### src/design/mni_pkg.sv
// package: constants and carriers for the mii nibble interface
// Function
// - while transmit enable is high a valid nibble is presented for every transmit clock rise.
// - while transmit enable is low the four transmit data lines are held at zero.
// - transmit enable rises with the first preamble nibble and drops before the edge after the last nibble.
// - transmit enable, data and error change only in step with transmit clock rises.
// - the transmit error output is always driven to zero.
// - an asserted collision input is reported as a collision for the current transfer. The code reports it only while i_port_sel is high.
// - an asserted carrier sense input is reported as carrier present. The code reports it only while i_port_sel is high.
// - receive data is captured on every receive clock rise while data valid is high, else ignored.
// - the block works correctly with the receive data lines floating when the port is unused.
// - receive error while data valid flags a crc error for the frame, and is ignored otherwise.
package mni_pkg;
    // ======================================================
    // widths and reset values
    localparam int NIB_W = 4;
    localparam int BYTE_W = 8;
    localparam logic [3:0] TXD_IDLE = 4'h0;
    localparam logic TX_ER_VAL = 1'b0;
    // ======================================================
    // carriers
    typedef struct packed {
        logic [7:0] data;
        logic last;
    } mni_tx_byte_s;
    typedef struct packed {
        logic [7:0] data;
        logic sof;
        logic eof;
        logic crc_err;
    } mni_rx_byte_s;
    typedef enum logic [1:0] {TX_IDLE, TX_LO, TX_HI} mni_tx_e;
endpackage : mni_pkg

### src/design/mni_mii_mac.sv
// mac-side mii nibble transmit and receive logic
`timescale 1ns/1ps
`default_nettype none
module mni_mii_mac
    import mni_pkg::*;
(
    // clock and reset
    input wire logic i_core_clk,
    input wire logic i_rst_n,
    // mii transmit pins
    input wire logic i_tx_clk,
    output logic [3:0] o_txd,
    output logic o_tx_en,
    output logic o_tx_er,
    // mii receive pins
    input wire logic i_rx_clk,
    input wire logic [3:0] i_rxd,
    input wire logic i_rx_dv,
    input wire logic i_rx_er,
    input wire logic i_col,
    input wire logic i_crs,
    // port selection
    input wire logic i_port_sel,
    // user transmit stream
    input wire logic i_tx_valid,
    input wire mni_pkg::mni_tx_byte_s i_tx_byte,
    output logic o_tx_ready,
    // user receive stream
    output logic o_rx_valid,
    output mni_pkg::mni_rx_byte_s o_rx_byte,
    // line status
    output logic o_collision,
    output logic o_carrier
);
    import mni_pkg::*;

    // ======================================================
    // synchronisers; rx data sampled the same way as its clock
    localparam int SW = 9;
    logic [SW-1:0] sync_out;
    mni_sync #(.W(SW)) u_sync (
        .i_core_clk(i_core_clk),
        .i_rst_n(i_rst_n),
        .i_async({i_tx_clk, i_rx_clk, i_rx_dv, i_rx_er, i_rxd, i_col}),
        .o_sync(sync_out)
    );
    logic txc_s, rxc_s, rxdv_s, rxer_s, col_s;
    logic [3:0] rxd_s;
    assign {txc_s, rxc_s, rxdv_s, rxer_s, rxd_s, col_s} = sync_out;

    logic crs_s;
    mni_sync #(.W(1)) u_sync_crs (
        .i_core_clk(i_core_clk),
        .i_rst_n(i_rst_n),
        .i_async(i_crs),
        .o_sync(crs_s)
    );

    logic txc_d_ff, rxc_d_ff;
    always_ff @(posedge i_core_clk or negedge i_rst_n)
    begin
        if (!i_rst_n)
        begin
            txc_d_ff <= 1'b0;
            rxc_d_ff <= 1'b0;
        end
        else
        begin
            txc_d_ff <= txc_s;
            rxc_d_ff <= rxc_s;
        end
    end
    // one-cycle enables on each link clock rise
    logic tx_rise, rx_rise;
    assign tx_rise = txc_s & ~txc_d_ff;
    assign rx_rise = rxc_s & ~rxc_d_ff;

    // ======================================================
    // transmit: one byte buffered, split low nibble first
    mni_tx_e tx_st_ff;
    logic [7:0] tx_hold_ff;
    logic tx_last_ff;
    logic tx_full_ff;
    logic [3:0] tx_hi_ff;
    logic tx_end_ff;
    logic tx_take;
    logic tx_use;
    assign tx_take = o_tx_ready & i_tx_valid;
    // idle needs one rise with enable low, so back-to-back frames stay apart
    assign tx_use = tx_rise & tx_full_ff
        & ((tx_st_ff == TX_LO) | ((tx_st_ff == TX_IDLE) & ~o_tx_en));

    always_ff @(posedge i_core_clk or negedge i_rst_n)
    begin
        if (!i_rst_n)
        begin
            tx_st_ff <= TX_IDLE;
            tx_hold_ff <= 8'h00;
            tx_last_ff <= 1'b0;
            tx_full_ff <= 1'b0;
            tx_hi_ff <= 4'h0;
            tx_end_ff <= 1'b0;
            o_tx_ready <= 1'b0;
            o_txd <= TXD_IDLE;
            o_tx_en <= 1'b0;
        end
        else
        begin
            // byte waits here until a low-nibble rise takes it
            if (tx_take)
            begin
                tx_hold_ff <= i_tx_byte.data;
                tx_last_ff <= i_tx_byte.last;
            end
            if (tx_take)
                tx_full_ff <= 1'b1;
            else if (tx_use)
                tx_full_ff <= 1'b0;
            o_tx_ready <= ~(tx_take | (tx_full_ff & ~tx_use));
            // pins only move on a transmit clock rise
            if (tx_rise)
            begin
                case (tx_st_ff)
                    TX_IDLE, TX_LO:
                    begin
                        if (tx_use)
                        begin
                            o_txd <= tx_hold_ff[3:0];
                            o_tx_en <= 1'b1;
                            tx_hi_ff <= tx_hold_ff[7:4];
                            tx_end_ff <= tx_last_ff;
                            tx_st_ff <= TX_HI;
                        end
                        else
                        begin
                            // late refill ends the frame
                            o_txd <= TXD_IDLE;
                            o_tx_en <= 1'b0;
                            tx_st_ff <= TX_IDLE;
                        end
                    end
                    TX_HI:
                    begin
                        o_txd <= tx_hi_ff;
                        tx_st_ff <= tx_end_ff ? TX_IDLE : TX_LO;
                    end
                    default:
                    begin
                        tx_st_ff <= TX_IDLE;
                    end
                endcase
            end
        end
    end

    // error output reserved, held low
    always_ff @(posedge i_core_clk or negedge i_rst_n)
    begin
        if (!i_rst_n)
            o_tx_er <= TX_ER_VAL;
        else
            o_tx_er <= TX_ER_VAL;
    end

    // ======================================================
    // receive: assemble bytes low nibble first
    logic rx_half_ff, rx_inframe_ff, rx_err_ff, rx_first_ff;
    logic [3:0] rx_lo_ff;
    logic rx_live;
    // unused port ignores floating pins entirely
    assign rx_live = i_port_sel & rx_rise;

    always_ff @(posedge i_core_clk or negedge i_rst_n)
    begin
        if (!i_rst_n)
        begin
            rx_half_ff <= 1'b0;
            rx_inframe_ff <= 1'b0;
            rx_err_ff <= 1'b0;
            rx_first_ff <= 1'b0;
            rx_lo_ff <= 4'h0;
            o_rx_valid <= 1'b0;
            o_rx_byte <= '0;
        end
        else
        begin
            o_rx_valid <= 1'b0;
            if (rx_live && rxdv_s)
            begin
                // data only captured while valid
                rx_inframe_ff <= 1'b1;
                if (!rx_inframe_ff)
                    rx_first_ff <= 1'b1;
                if (rxer_s)
                    rx_err_ff <= 1'b1;
                if (!rx_half_ff)
                    rx_lo_ff <= rxd_s;
                else
                begin
                    o_rx_valid <= 1'b1;
                    o_rx_byte.data <= {rxd_s, rx_lo_ff};
                    o_rx_byte.sof <= rx_first_ff;
                    o_rx_byte.eof <= 1'b0;
                    o_rx_byte.crc_err <= rx_err_ff | rxer_s;
                    rx_first_ff <= 1'b0;
                end
                rx_half_ff <= ~rx_half_ff;
            end
            else if (rx_live && rx_inframe_ff)
            begin
                // frame end: marker beat; error outside valid ignored
                o_rx_valid <= 1'b1;
                o_rx_byte.data <= 8'h00;
                o_rx_byte.sof <= 1'b0;
                o_rx_byte.eof <= 1'b1;
                o_rx_byte.crc_err <= rx_err_ff | rx_half_ff;
                rx_inframe_ff <= 1'b0;
                rx_half_ff <= 1'b0;
                rx_err_ff <= 1'b0;
            end
        end
    end

    // ======================================================
    // line status
    always_ff @(posedge i_core_clk or negedge i_rst_n)
    begin
        if (!i_rst_n)
        begin
            o_collision <= 1'b0;
            o_carrier <= 1'b0;
        end
        else
        begin
            o_collision <= i_port_sel & col_s;
            o_carrier <= i_port_sel & crs_s;
        end
    end
endmodule : mni_mii_mac
`default_nettype wire

### src/design/mni_sync.sv
// three-stage synchroniser with agreement filter
`timescale 1ns/1ps
`default_nettype none
module mni_sync #(
    parameter int W = 1
) (
    // clock and reset
    input wire logic i_core_clk,
    input wire logic i_rst_n,
    // data
    input wire logic [W-1:0] i_async,
    output logic [W-1:0] o_sync
);
    logic [W-1:0] s1_ff;
    logic [W-1:0] s2_ff;
    logic [W-1:0] s3_ff;
    // ======================================================
    // stage one read only by stage two
    always_ff @(posedge i_core_clk or negedge i_rst_n)
    begin
        if (!i_rst_n)
        begin
            s1_ff <= '0;
            s2_ff <= '0;
            s3_ff <= '0;
            o_sync <= '0;
        end
        else
        begin
            s1_ff <= i_async;
            s2_ff <= s1_ff;
            s3_ff <= s2_ff;
            for (int i = 0; i < W; i++)
            begin
                if (s2_ff[i] == s3_ff[i])
                    o_sync[i] <= s3_ff[i];
            end
        end
    end
endmodule : mni_sync
`default_nettype wire
### config.mk
export PLATFORM = sky130hd
export DESIGN_NAME = mni_mii_mac
export DESIGN_NICKNAME = d
export VERILOG_FILES = /design/src/design/mni_pkg.sv /design/src/design/mni_mii_mac.sv /design/src/design/mni_sync.sv
export SDC_FILE = /design/constraint.sdc
export NUM_CORES = 1
export LEC_CHECK = 0
export BUFFER_PORTS_ARGS = -buffer_cell sky130_fd_sc_hd__buf_2
export CAP_MARGIN = 0
export CORE_ASPECT_RATIO = 1.5
export CORE_MARGIN = 2
export CORE_UTILIZATION = 45
export CTS_CLUSTER_DIAMETER = 40
export DETAILED_ROUTE_END_ITERATION = 8
export PLACE_DENSITY = 0.65
export RECOVER_POWER = 50
export SLEW_MARGIN = 25
export SYNTH_ARGS = -nofsm -noshare
export SYNTH_HDL_FRONTEND = slang
export SYNTH_SLANG_ARGS = --single-unit
### constraint.sdc
create_clock -name i_core_clk -period 2.2 [get_ports i_core_clk]
set_input_delay 0.44 -clock i_core_clk [delete_from_list [all_inputs] [get_ports i_core_clk]]
set_output_delay 0.44 -clock i_core_clk [all_outputs]
set_load 0.02 [all_outputs]
---- After elaboration in Yosys (flattened, before gate mapping) ----
Cells that the tools add are included.
cells by class
  eq/ne operators ......................... 15
  multiplexer cells ....................... 21
  bitwise logic cells ..................... 20
  reduce and logical (&&, ||, !) cells .... 14
operators by type and width
  operator                                                                  count
  11-bit two-way mux                                                        3
  1-bit two-way mux                                                         14
  2-bit AND reduction                                                       6
  1-bit AND                                                                 10
  1-bit equality test                                                       10
  4-bit one-hot mux with 2 select lines                                     1
  1-bit inverter                                                            6
  2-bit nonzero test                                                        3
  4-bit two-way mux                                                         1
  2-bit inequality test (second input constant)                             2
  1-bit OR                                                                  4
  2-bit one-hot mux with 2 select lines                                     1
  3-bit AND reduction                                                       1
  2-bit by 1-bit equality test with 1-bit output (second input constant)    1
  2-bit equality test (second input constant)                               1
  1-bit logical AND                                                         2
  2-bit zero test                                                           1
  2-bit two-way mux                                                         1
  2-bit by 1-bit inequality test with 1-bit output (second input constant)  1
  2-bit OR reduction                                                        1
word-level totals
  register bits after elaboration ......... 87
  input bits .............................. 23
  output and inout bits ................... 21
  logic and storage cells ................. 109

---- Depth between registers and ports, before layout ----
Gate-level depths: netlist of run 1.
  depth after elaboration ................. 8
  gate-level depth with buffers ........... 5

---- Cells and area by module ----
A second synthesis of run 1 with hierarchy kept.
second synthesis, totals
  cells, all modules ...................... 188
  area total of the unflattened synthesis .. 2984.1 sq um
by module, submodules not included
  module                  times used  cells each  area each (sq um)
  mni_mii_mac             1           138         1870.5
  mni_sync at u_sync      1           45          1002.2
  mni_sync at u_sync_crs  1           5           111.4

---- Least setup slack after synthesis of run 1 ----
OpenSTA, ideal clock, no wires.
  path type ............................... input-to-reg
  from .................................... input port i_port_sel
  to ...................................... register o_rx_byte[10] (netlist name)
  library setup time ...................... 0.121 ns
  arrival time ............................ 1.236 ns
  required time ........................... 2.079 ns
  slack ................................... 0.843 ns
  stages .................................. 5
  cells stage by stage .................... and3b_1 > buf_2 > and3_1 > buf_2 > a22o_1
on the way
  longest elaborated chain between the ends .. 4
  elaborated cells between the ends (all ways) .. 7
  those cells by class .................... eq/ne: 1; mux: 1; bitwise: 1; reduce/logical: 4
RTL lines
  item                                                                          RTL line                                RTL
  start: declaration                                                            mni_mii_mac.sv:23                       input wire logic i_port_sel,
  1-bit AND *                                                                   mni_mii_mac.sv:171                      assign rx_live = i_port_sel & rx_rise;
  1-bit logical AND, on equally long branches                                   mni_mii_mac.sv:188, mni_mii_mac.sv:209
  2-bit inequality test (no line) / 2-bit nonzero test (equally long branches)  --
  2-bit AND reduction (no line)                                                 --
  end: declaration                                                              mni_mii_mac.sv:30                       output mni_pkg::mni_rx_byte_s o_rx_byte,
Every way passes the cells marked *; elsewhere a longest branch is shown, timed or not.
A chain may end at the register's enable or synchronous reset.

---- Final worst setup path of run 1 ----
  from .................................... register u_sync.o_sync[6]
  to ...................................... register rx_lo_ff[2]
on the way
  longest elaborated chain between the ends .. 2
RTL lines
  item                              RTL line            RTL
  start: declaration                mni_sync.sv:12      output logic [W-1:0] o_sync
  start signal: indexed assignment  mni_sync.sv:36      o_sync[i] <= s3_ff[i];
  1-bit logical AND                 mni_mii_mac.sv:188  if (rx_live && rxdv_s)
  2-bit AND reduction (no line)     --
  end signal: assignment            mni_mii_mac.sv:197  rx_lo_ff <= rxd_s;
  end: declaration                  mni_mii_mac.sv:168  logic [3:0] rx_lo_ff;
No other way between the ends.

==> summary.md, run 1 <==
| Metric | Value |
|---|---|
| Status | `finished, violations left` |
| Failing checks | `hold timing` |
| Area Growth Syn to Fin | `16.8%` |
| RSZ-0062 raised after global routing | `no` |
| CP arrival | `1.76 ns` |
| Relative slew slack | `0.424` |
| Final Hold Fails | `10` |
| Hold_buf cts | `0` |
| CP max FO | `7` |
| TritonCTS clock tree | `done` |
| Row count | `36` |
| Clock Sink Count | `87` |
| Via density | `5.25` |
| Syn. warnings | `0` |
| All-Layer GR Usage | `0.140` |
| Final nets | `261` |
| Post-CTS setup buffer count | `0` |
| H-tree depth | `3` |
| Clock power share | `0.265` |
| Core Area | `0.00644 sq mm` |
| Worst Path Buf+Inv | `0` |
| Initial core utilization | `0.460` |
| Met1 wire length | `1970 um` |
| Pint | `0.00301 W` |
| Antenna Nets Post-Route | `0` |
| Routability Congestion | `0.809` |
| Syn_area_per_cell | `15.8 sq um` |
| CP peak stage delay | `0.49 ns` |
| Async set-reset flop share out of synthesis | `1.00` |
| First DRT Iteration DRCs | `81` |
| CP endpoint kind | `flop` |
| Final Cell Area | `0.00346 sq mm` |
| Largest net degree at the start of global routing | `37` |
| Die Span X | `70.3 um` |
| Synthesized instance count | `188` |
| Delay-heaviest family, CP | `simple AND/OR/NAND/NOR gates` |
| Fin worst setup slack | `0.680 ns` |
| Vias in the first global route | `1,613` |
| Grt total ovfl | `0` |
| Leakage | `1.61 nW` |
| FF+latch count, synth | `87` |
| IO Port Bufs | `42` |
| Slowest cell on crit path | `dfrtp_1` |
| Worst slew pin tran | `0.864 ns` |
| Maximum vdd drop | `626 uV` |
| Setup TNS | `0 ns` |
| Max-slew violation count | `0` |
| Placed Area | `0.00327 sq mm` |
| Power Density | `1250 mW/mm^2` |
| CTS buffer count | `9` |
| Reported net switching power | `0.00133 W` |
| Post-cts sizing count | `0` |
| Diode count | `0` |
| DP Worst Slack | `0.616 ns` |
| Worst clock skew | `0.00819 ns` |
| Sequential Power Share | `0.527` |
| Worst-path clk slew | `0.09 ns` |
| Top layer reached by signal wires | `met4` |
| Post-DP HPWL | `3190 um` |
| CP Data Required Time | `2.44 ns` |
| Drt wl/cell | `14.6 um` |
| Root buffer cell | `clkbuf_8` |
| DRC | `0` |
| Layout cells sized above 1 | `0.346` |
| Post-synth EDFFs | `0` |
| Syn_nets | `211` |
| Drt first pass iters | `4` |
| Final Critical Period | `1.52 ns` |
| Worst-skew pair later-pin latency | `0.35 ns` |
| Chip Height | `103 um` |
| Ports | `44` |
| Max Clk Rate | `0.658 GHz` |
| Combinational power share | `0.209` |
| WHS | `-0.00461 ns` |
| Met2 Wirelength | `2380 um` |
| Final setup vio count | `0` |
| HP Class | `in -> async` |
| Met3 Routed Length | `190 um` |
| Library cells used by synthesis | `33` |
| Final period utilization | `0.691` |
| Synthesized area | `0.00297 sq mm` |
| Sequential fraction of the synthesis area | `0.734` |
| Final wirelength | `4660 um` |
| Maxcap violations | `0` |
| WS Path Type | `reg -> reg` |
| Main synth FF type | `dfrtp_1` |
| Setup crit start kind | `flop` |
| Initial antenna violation count | `0` |
| Die ar. | `0.00727 sq mm` |
| Vias | `1,674` |
| Maximum clock insertion buffer count | `2` |
| Worst path cell trace | `nand4b_1, nor2_2, mux2_2` |
| Fin util | `0.538` |
| Sw Ratio | `0.307` |
| Fillers | `529` |
| First-pass GRT wire length | `7650 um` |
-- per-layer routing --
| layer | global-route usage | vias up |
|---|---|---|
| met4 | 0.0888 | 0 |
| met2 | 0.226 | 42 |
| met5 | 0 | - |
| li1 | - | 763 |
| met1 | 0.173 | 858 |
| met3 | 0.0281 | 11 |
-- cell families (layout without fill, tap and decap cells) --
family,after synthesis,after routing,share of synthesized area
compound gates,36,36,0.0835
fa+ha+maj,10,10,0.0338
buf+inv,8,63,0.0152
flops,87,87,0.734
mux,20,20,0.0755
other cells,1,1,0.00126
simple gates,26,26,0.0565
-- through the flow --
step | total power, W | std cells
finish | 0.00434 | 319
global route | 0.00458 | 319
CTS | 0.00440 | 319
detailed placement | 0.00325 | 303
global placement | 0.00321 | 303
floorplan | 0.00291 | 188
-- layout make-up --
type                       instances  area [sq um]  area share
inverter                           3          11.3     0.00325
clock buffer                      10           138      0.0397
timing repair buffer              44           225      0.0650
tap                               76          95.1      0.0275
multi-input combinational         93           743       0.215
clock inverter                     6          73.8      0.0213
sequential                        87          2180       0.629
-- cells in the mapped netlist, types with 2 or more instances --
| library cell | number | area share |
|---|---|---|
| dfrtp_1 | 87 | 0.73 |
| mux2_2 | 19 | 0.072 |
| a22o_1 | 10 | 0.030 |
| maj3_1 | 10 | 0.034 |
| nand2_1 | 9 | 0.011 |
| o21ai_0 | 8 | 0.014 |
| a21oi_1 | 7 | 0.012 |
| a31oi_1 | 4 | 0.0084 |
| nand4_1 | 4 | 0.0084 |
| inv_1 | 3 | 0.0038 |
| a21o_1 | 2 | 0.0051 |
| and2_1 | 2 | 0.0042 |
| buf_2 | 2 | 0.0034 |
| nand2b_1 | 2 | 0.0042 |
-- final timing paths --
check	startpoint	end	slack, ns	cells after the start
min	i_rst_n	u_sync.o_sync[7]	-0.005	1
max	u_sync.o_sync[6]	rx_lo_ff[2]	0.68	3
max reg2reg	u_sync.o_sync[6]	rx_lo_ff[2]	0.68	3
min reg2reg	u_sync.s1_ff[6]	u_sync.s2_ff[6]	0.35	0
max in group asynchronous	i_rst_n	o_txd[1]	1.04	2
min in group i_core_clk	i_col	u_sync.s1_ff[0]	0.18	1
-- worst reg2reg max path: stages, from the launching register on --
cell and delay (ns):
dfrtp_1 0.49, nand4b_1 0.26, nor2_2 0.28, mux2_2 0.37
-- power by group through the flow --
stage	Clock (W)	Combinational, W	Sequential (W)
detailed placement	0	0.000922	0.00233
global route	0.00124	0.000985	0.00235
finish	0.00115	0.000907	0.00229
CTS	0.00118	0.000925	0.00229
global placement	0	0.000897	0.00231
floorplan	0	0.000530	0.00238
-- flip-flops by register name, summed over array words and instances (netlist names), 2 cells and up --
name / flops
o_rx_byte: 11
u_sync.o_sync: 9
u_sync.s1_ff: 9
u_sync.s2_ff: 9
u_sync.s3_ff: 9
tx_hold_ff: 8
o_txd: 4
rx_lo_ff: 4
tx_hi_ff: 4
tx_st_ff: 2
-- layout by cell type, fill, tap and decap left out, types with 2 or more instances in the layout --
cell / n
dfrtp_1: 87
buf_2: 41
mux2_2: 19
maj3_1: 10
a22o_1: 10
clkbuf_8: 10
nand2_1: 9
o21ai_0: 8
a21oi_1: 7
nand4_1: 4
a31oi_1: 4
inv_1: 3
and2_1: 2
nand2b_1: 2
a21o_1: 2
clkinvlp_4: 2
inv_6: 2
buf_4: 2
Note: power is estimated with default switching activity, not from simulation.
==> run 2: changes to the inputs <==
--- a/config.mk
+++ b/config.mk
@@ -12,7 +12,7 @@
 export CORE_UTILIZATION = 45
 export CTS_CLUSTER_DIAMETER = 40
 export DETAILED_ROUTE_END_ITERATION = 8
-export PLACE_DENSITY = 0.65
+export PLACE_DENSITY = 0.68
 export RECOVER_POWER = 50
 export SLEW_MARGIN = 25
 export SYNTH_ARGS = -nofsm -noshare
==> constraint.sdc (replaced) <==
create_clock -name i_core_clk -period 1.35 [get_ports i_core_clk]
set_input_delay 0.27 -clock i_core_clk [delete_from_list [all_inputs] [get_ports i_core_clk]]
set_output_delay 0.27 -clock i_core_clk [all_outputs]
set_load 0.02 [all_outputs]
==> run 2 against run 1 <==
The run now ends clean. Maximum frequency up 17%. Clock skew down 0.0041 ns. Clock power rose by 34%. Non-clock buffer count rose by 24. Largest cell class unchanged. Global-route usage up 0.46 points. First-iteration DRC count is 37% lower. Sequential share of layout area shrank 3.3 points. Die area unchanged. Cell area grew 5.5%. Wire length increased by 2.9%. Critical path depth grew 1. Combinational power increased by 91%. Critical endpoint is now tx_full_ff.
==> summary.md, run 2 (synthesis gave the netlist of run 1 again) <==
| Metric | Value |
|---|---|
| Status | `finished, final reports clean` |
| Die ar. | `0.00727 sq mm` |
| First DRT Iteration DRCs | `51` |
| Final nets | `285` |
| Pint | `0.00485 W` |
| Via density | `4.98` |
| Reported net switching power | `0.00211 W` |
| Combinational power share | `0.249` |
| Area Growth Syn to Fin | `23.2%` |
| Fin cells | `342` |
| Sw Ratio | `0.303` |
| Layout cells sized above 1 | `0.368` |
| Slowest cell on crit path | `dfrtp_1` |
| WS Path Type | `reg -> reg` |
| RSZ-0062 raised after global routing | `yes` |
| Drt first pass iters | `4` |
| Delay-heaviest family, CP | `flip-flops` |
| Grt total ovfl | `0` |
| Sequential Power Share | `0.529` |
| Commonest cells after routing, fill and taps aside | `dfrtp_1, buf_2, mux2_2` |
| HP Class | `in -> reg` |
| Final setup vio count | `0` |
| Max Clk Rate | `0.768 GHz` |
| Max-slew violation count | `0` |
| CP max FO | `6` |
| Worst clock skew | `0.00409 ns` |
| Flip-flop count of the largest register after layout | `11` |
| All-Layer GR Usage | `0.144` |
| Fin worst setup slack | `0.0487 ns` |
| CTS buffer count | `9` |
| Post-DP HPWL | `3390 um` |
| H-tree depth | `3` |
| WHS | `0.0270 ns` |
| Final Hold Fails | `0` |
| DRC | `0` |
| CP Data Required Time | `1.60 ns` |
| Maximum vdd drop | `1100 uV` |
| Commonest non-fill, non-tap cell in the layout | `dfrtp_1` |
| Row count | `36` |
| Leakage | `1.72 nW` |
| Maximum clock insertion buffer count | `2` |
| Ports | `44` |
| Vias in the first global route | `1,688` |
| DP Cell Count | `314` |
| Worst Path Buf+Inv | `1` |
| Worst-path clk slew | `0.08 ns` |
| Final wirelength | `4790 um` |
| Chip Height | `103 um` |
| Biggest register | `o_rx_byte` |
| First-pass GRT wire length | `7810 um` |
| TritonCTS clock tree | `done` |
| Worst path cell trace | `nor3b_4, nand3_4, buf_6, a22o_2` |
| Vias | `1,704` |
| Relative slew slack | `0.561` |
| Die Span X | `70.3 um` |
| Diode count | `0` |
| Core Area | `0.00644 sq mm` |
| Final period utilization | `0.964` |
| Worst slew pin tran | `0.658 ns` |
| IO Port Bufs | `42` |
| DP Worst Slack | `0.0233 ns` |
| Largest net degree at the start of global routing | `28` |
| CP arrival | `1.55 ns` |
| Power Density | `1900 mW/mm^2` |
| Drt wl/cell | `14.0 um` |
| Final Cell Area | `0.00365 sq mm` |
| Worst-skew pair later-pin latency | `0.35 ns` |
| Clock power share | `0.222` |
| Routability Congestion | `0.880` |
| CP endpoint kind | `flop` |
| Maxcap violations | `0` |
| Total power | `0.00695 W` |
| Setup crit start kind | `flop` |
| Antenna Nets Post-Route | `0` |
| Initial antenna violation count | `0` |
| Fillers | `531` |
| Root buffer cell | `clkbuf_8` |
| Final Critical Period | `1.30 ns` |
| CP peak stage delay | `0.42 ns` |
| Clock Sink Count | `87` |
| Placed Area | `0.00336 sq mm` |
| Initial core utilization | `0.460` |
-- run 2: final timing paths --
path                       depth (start not counted)  slack (ns)         endpoint             from
setup / recovery                                   4        0.05       tx_full_ff         txc_d_ff
hold / removal                                     1        0.03  u_sync.s1_ff[2]         i_rxd[1]
setup reg to reg                                   4        0.05       tx_full_ff         txc_d_ff
hold reg to reg                                    0        0.35  u_sync.s2_ff[2]  u_sync.s1_ff[2]
max in group asynchronous                          3        0.15  u_sync.s2_ff[5]          i_rst_n
min in group asynchronous                          2        0.47      o_collision          i_rst_n
-- run 2: power by group through the flow --
| stage | clock network (W) | logic (W) | registers [W] |
|---|---|---|---|
| 6_report | 0.00154 | 0.00173 | 0.00368 |
| 5_1_grt | 0.00173 | 0.00189 | 0.00377 |
| 4_1_cts | 0.00161 | 0.00167 | 0.00368 |
| 3_5_place_dp | 0 | 0.00166 | 0.00373 |
| 3_3_place_gp | 0 | 0.00161 | 0.00372 |
| 2_1_floorplan | 0 | 0.000863 | 0.00389 |
-- run 2: repair_timing --
item,in CTS,in global routing
buffers inserted,0,5
endpoints found under the hold margin,29,1
hold buffers,8,1
resized for setup,0,10
endpoints found under the setup margin,0,20
-- run 2: through the flow --
stage / setup TNS [ns] / util
floorplan: 0 / -
global placement: 0 / 0.522
detailed placement: 0 / 0.522
CTS: 0 / 0.560
global route: -0.236 / 0.567
finish: 0 / 0.567
-- run 2: area by class of cell --
type	count	area (sq um)	share of cell area
Timing Repair Buffer	68	439	0.120
Inverter	3	11.3	0.00308
Clock inverter	4	22.5	0.00617
Multi-Input combinational cell	93	766	0.210
Sequential cell	87	2180	0.596
Clock buffer	11	141	0.0387
Tap cell	76	95.1	0.0260
-- run 2: routing by layer --
layer,share of wire,vias to the layer above,track usage
li1,-,815,-
met1,0.43,835,0.169
met2,0.51,45,0.231
met3,0.047,9,0.0610
met4,0.020,0,0.0710
met5,0,-,0
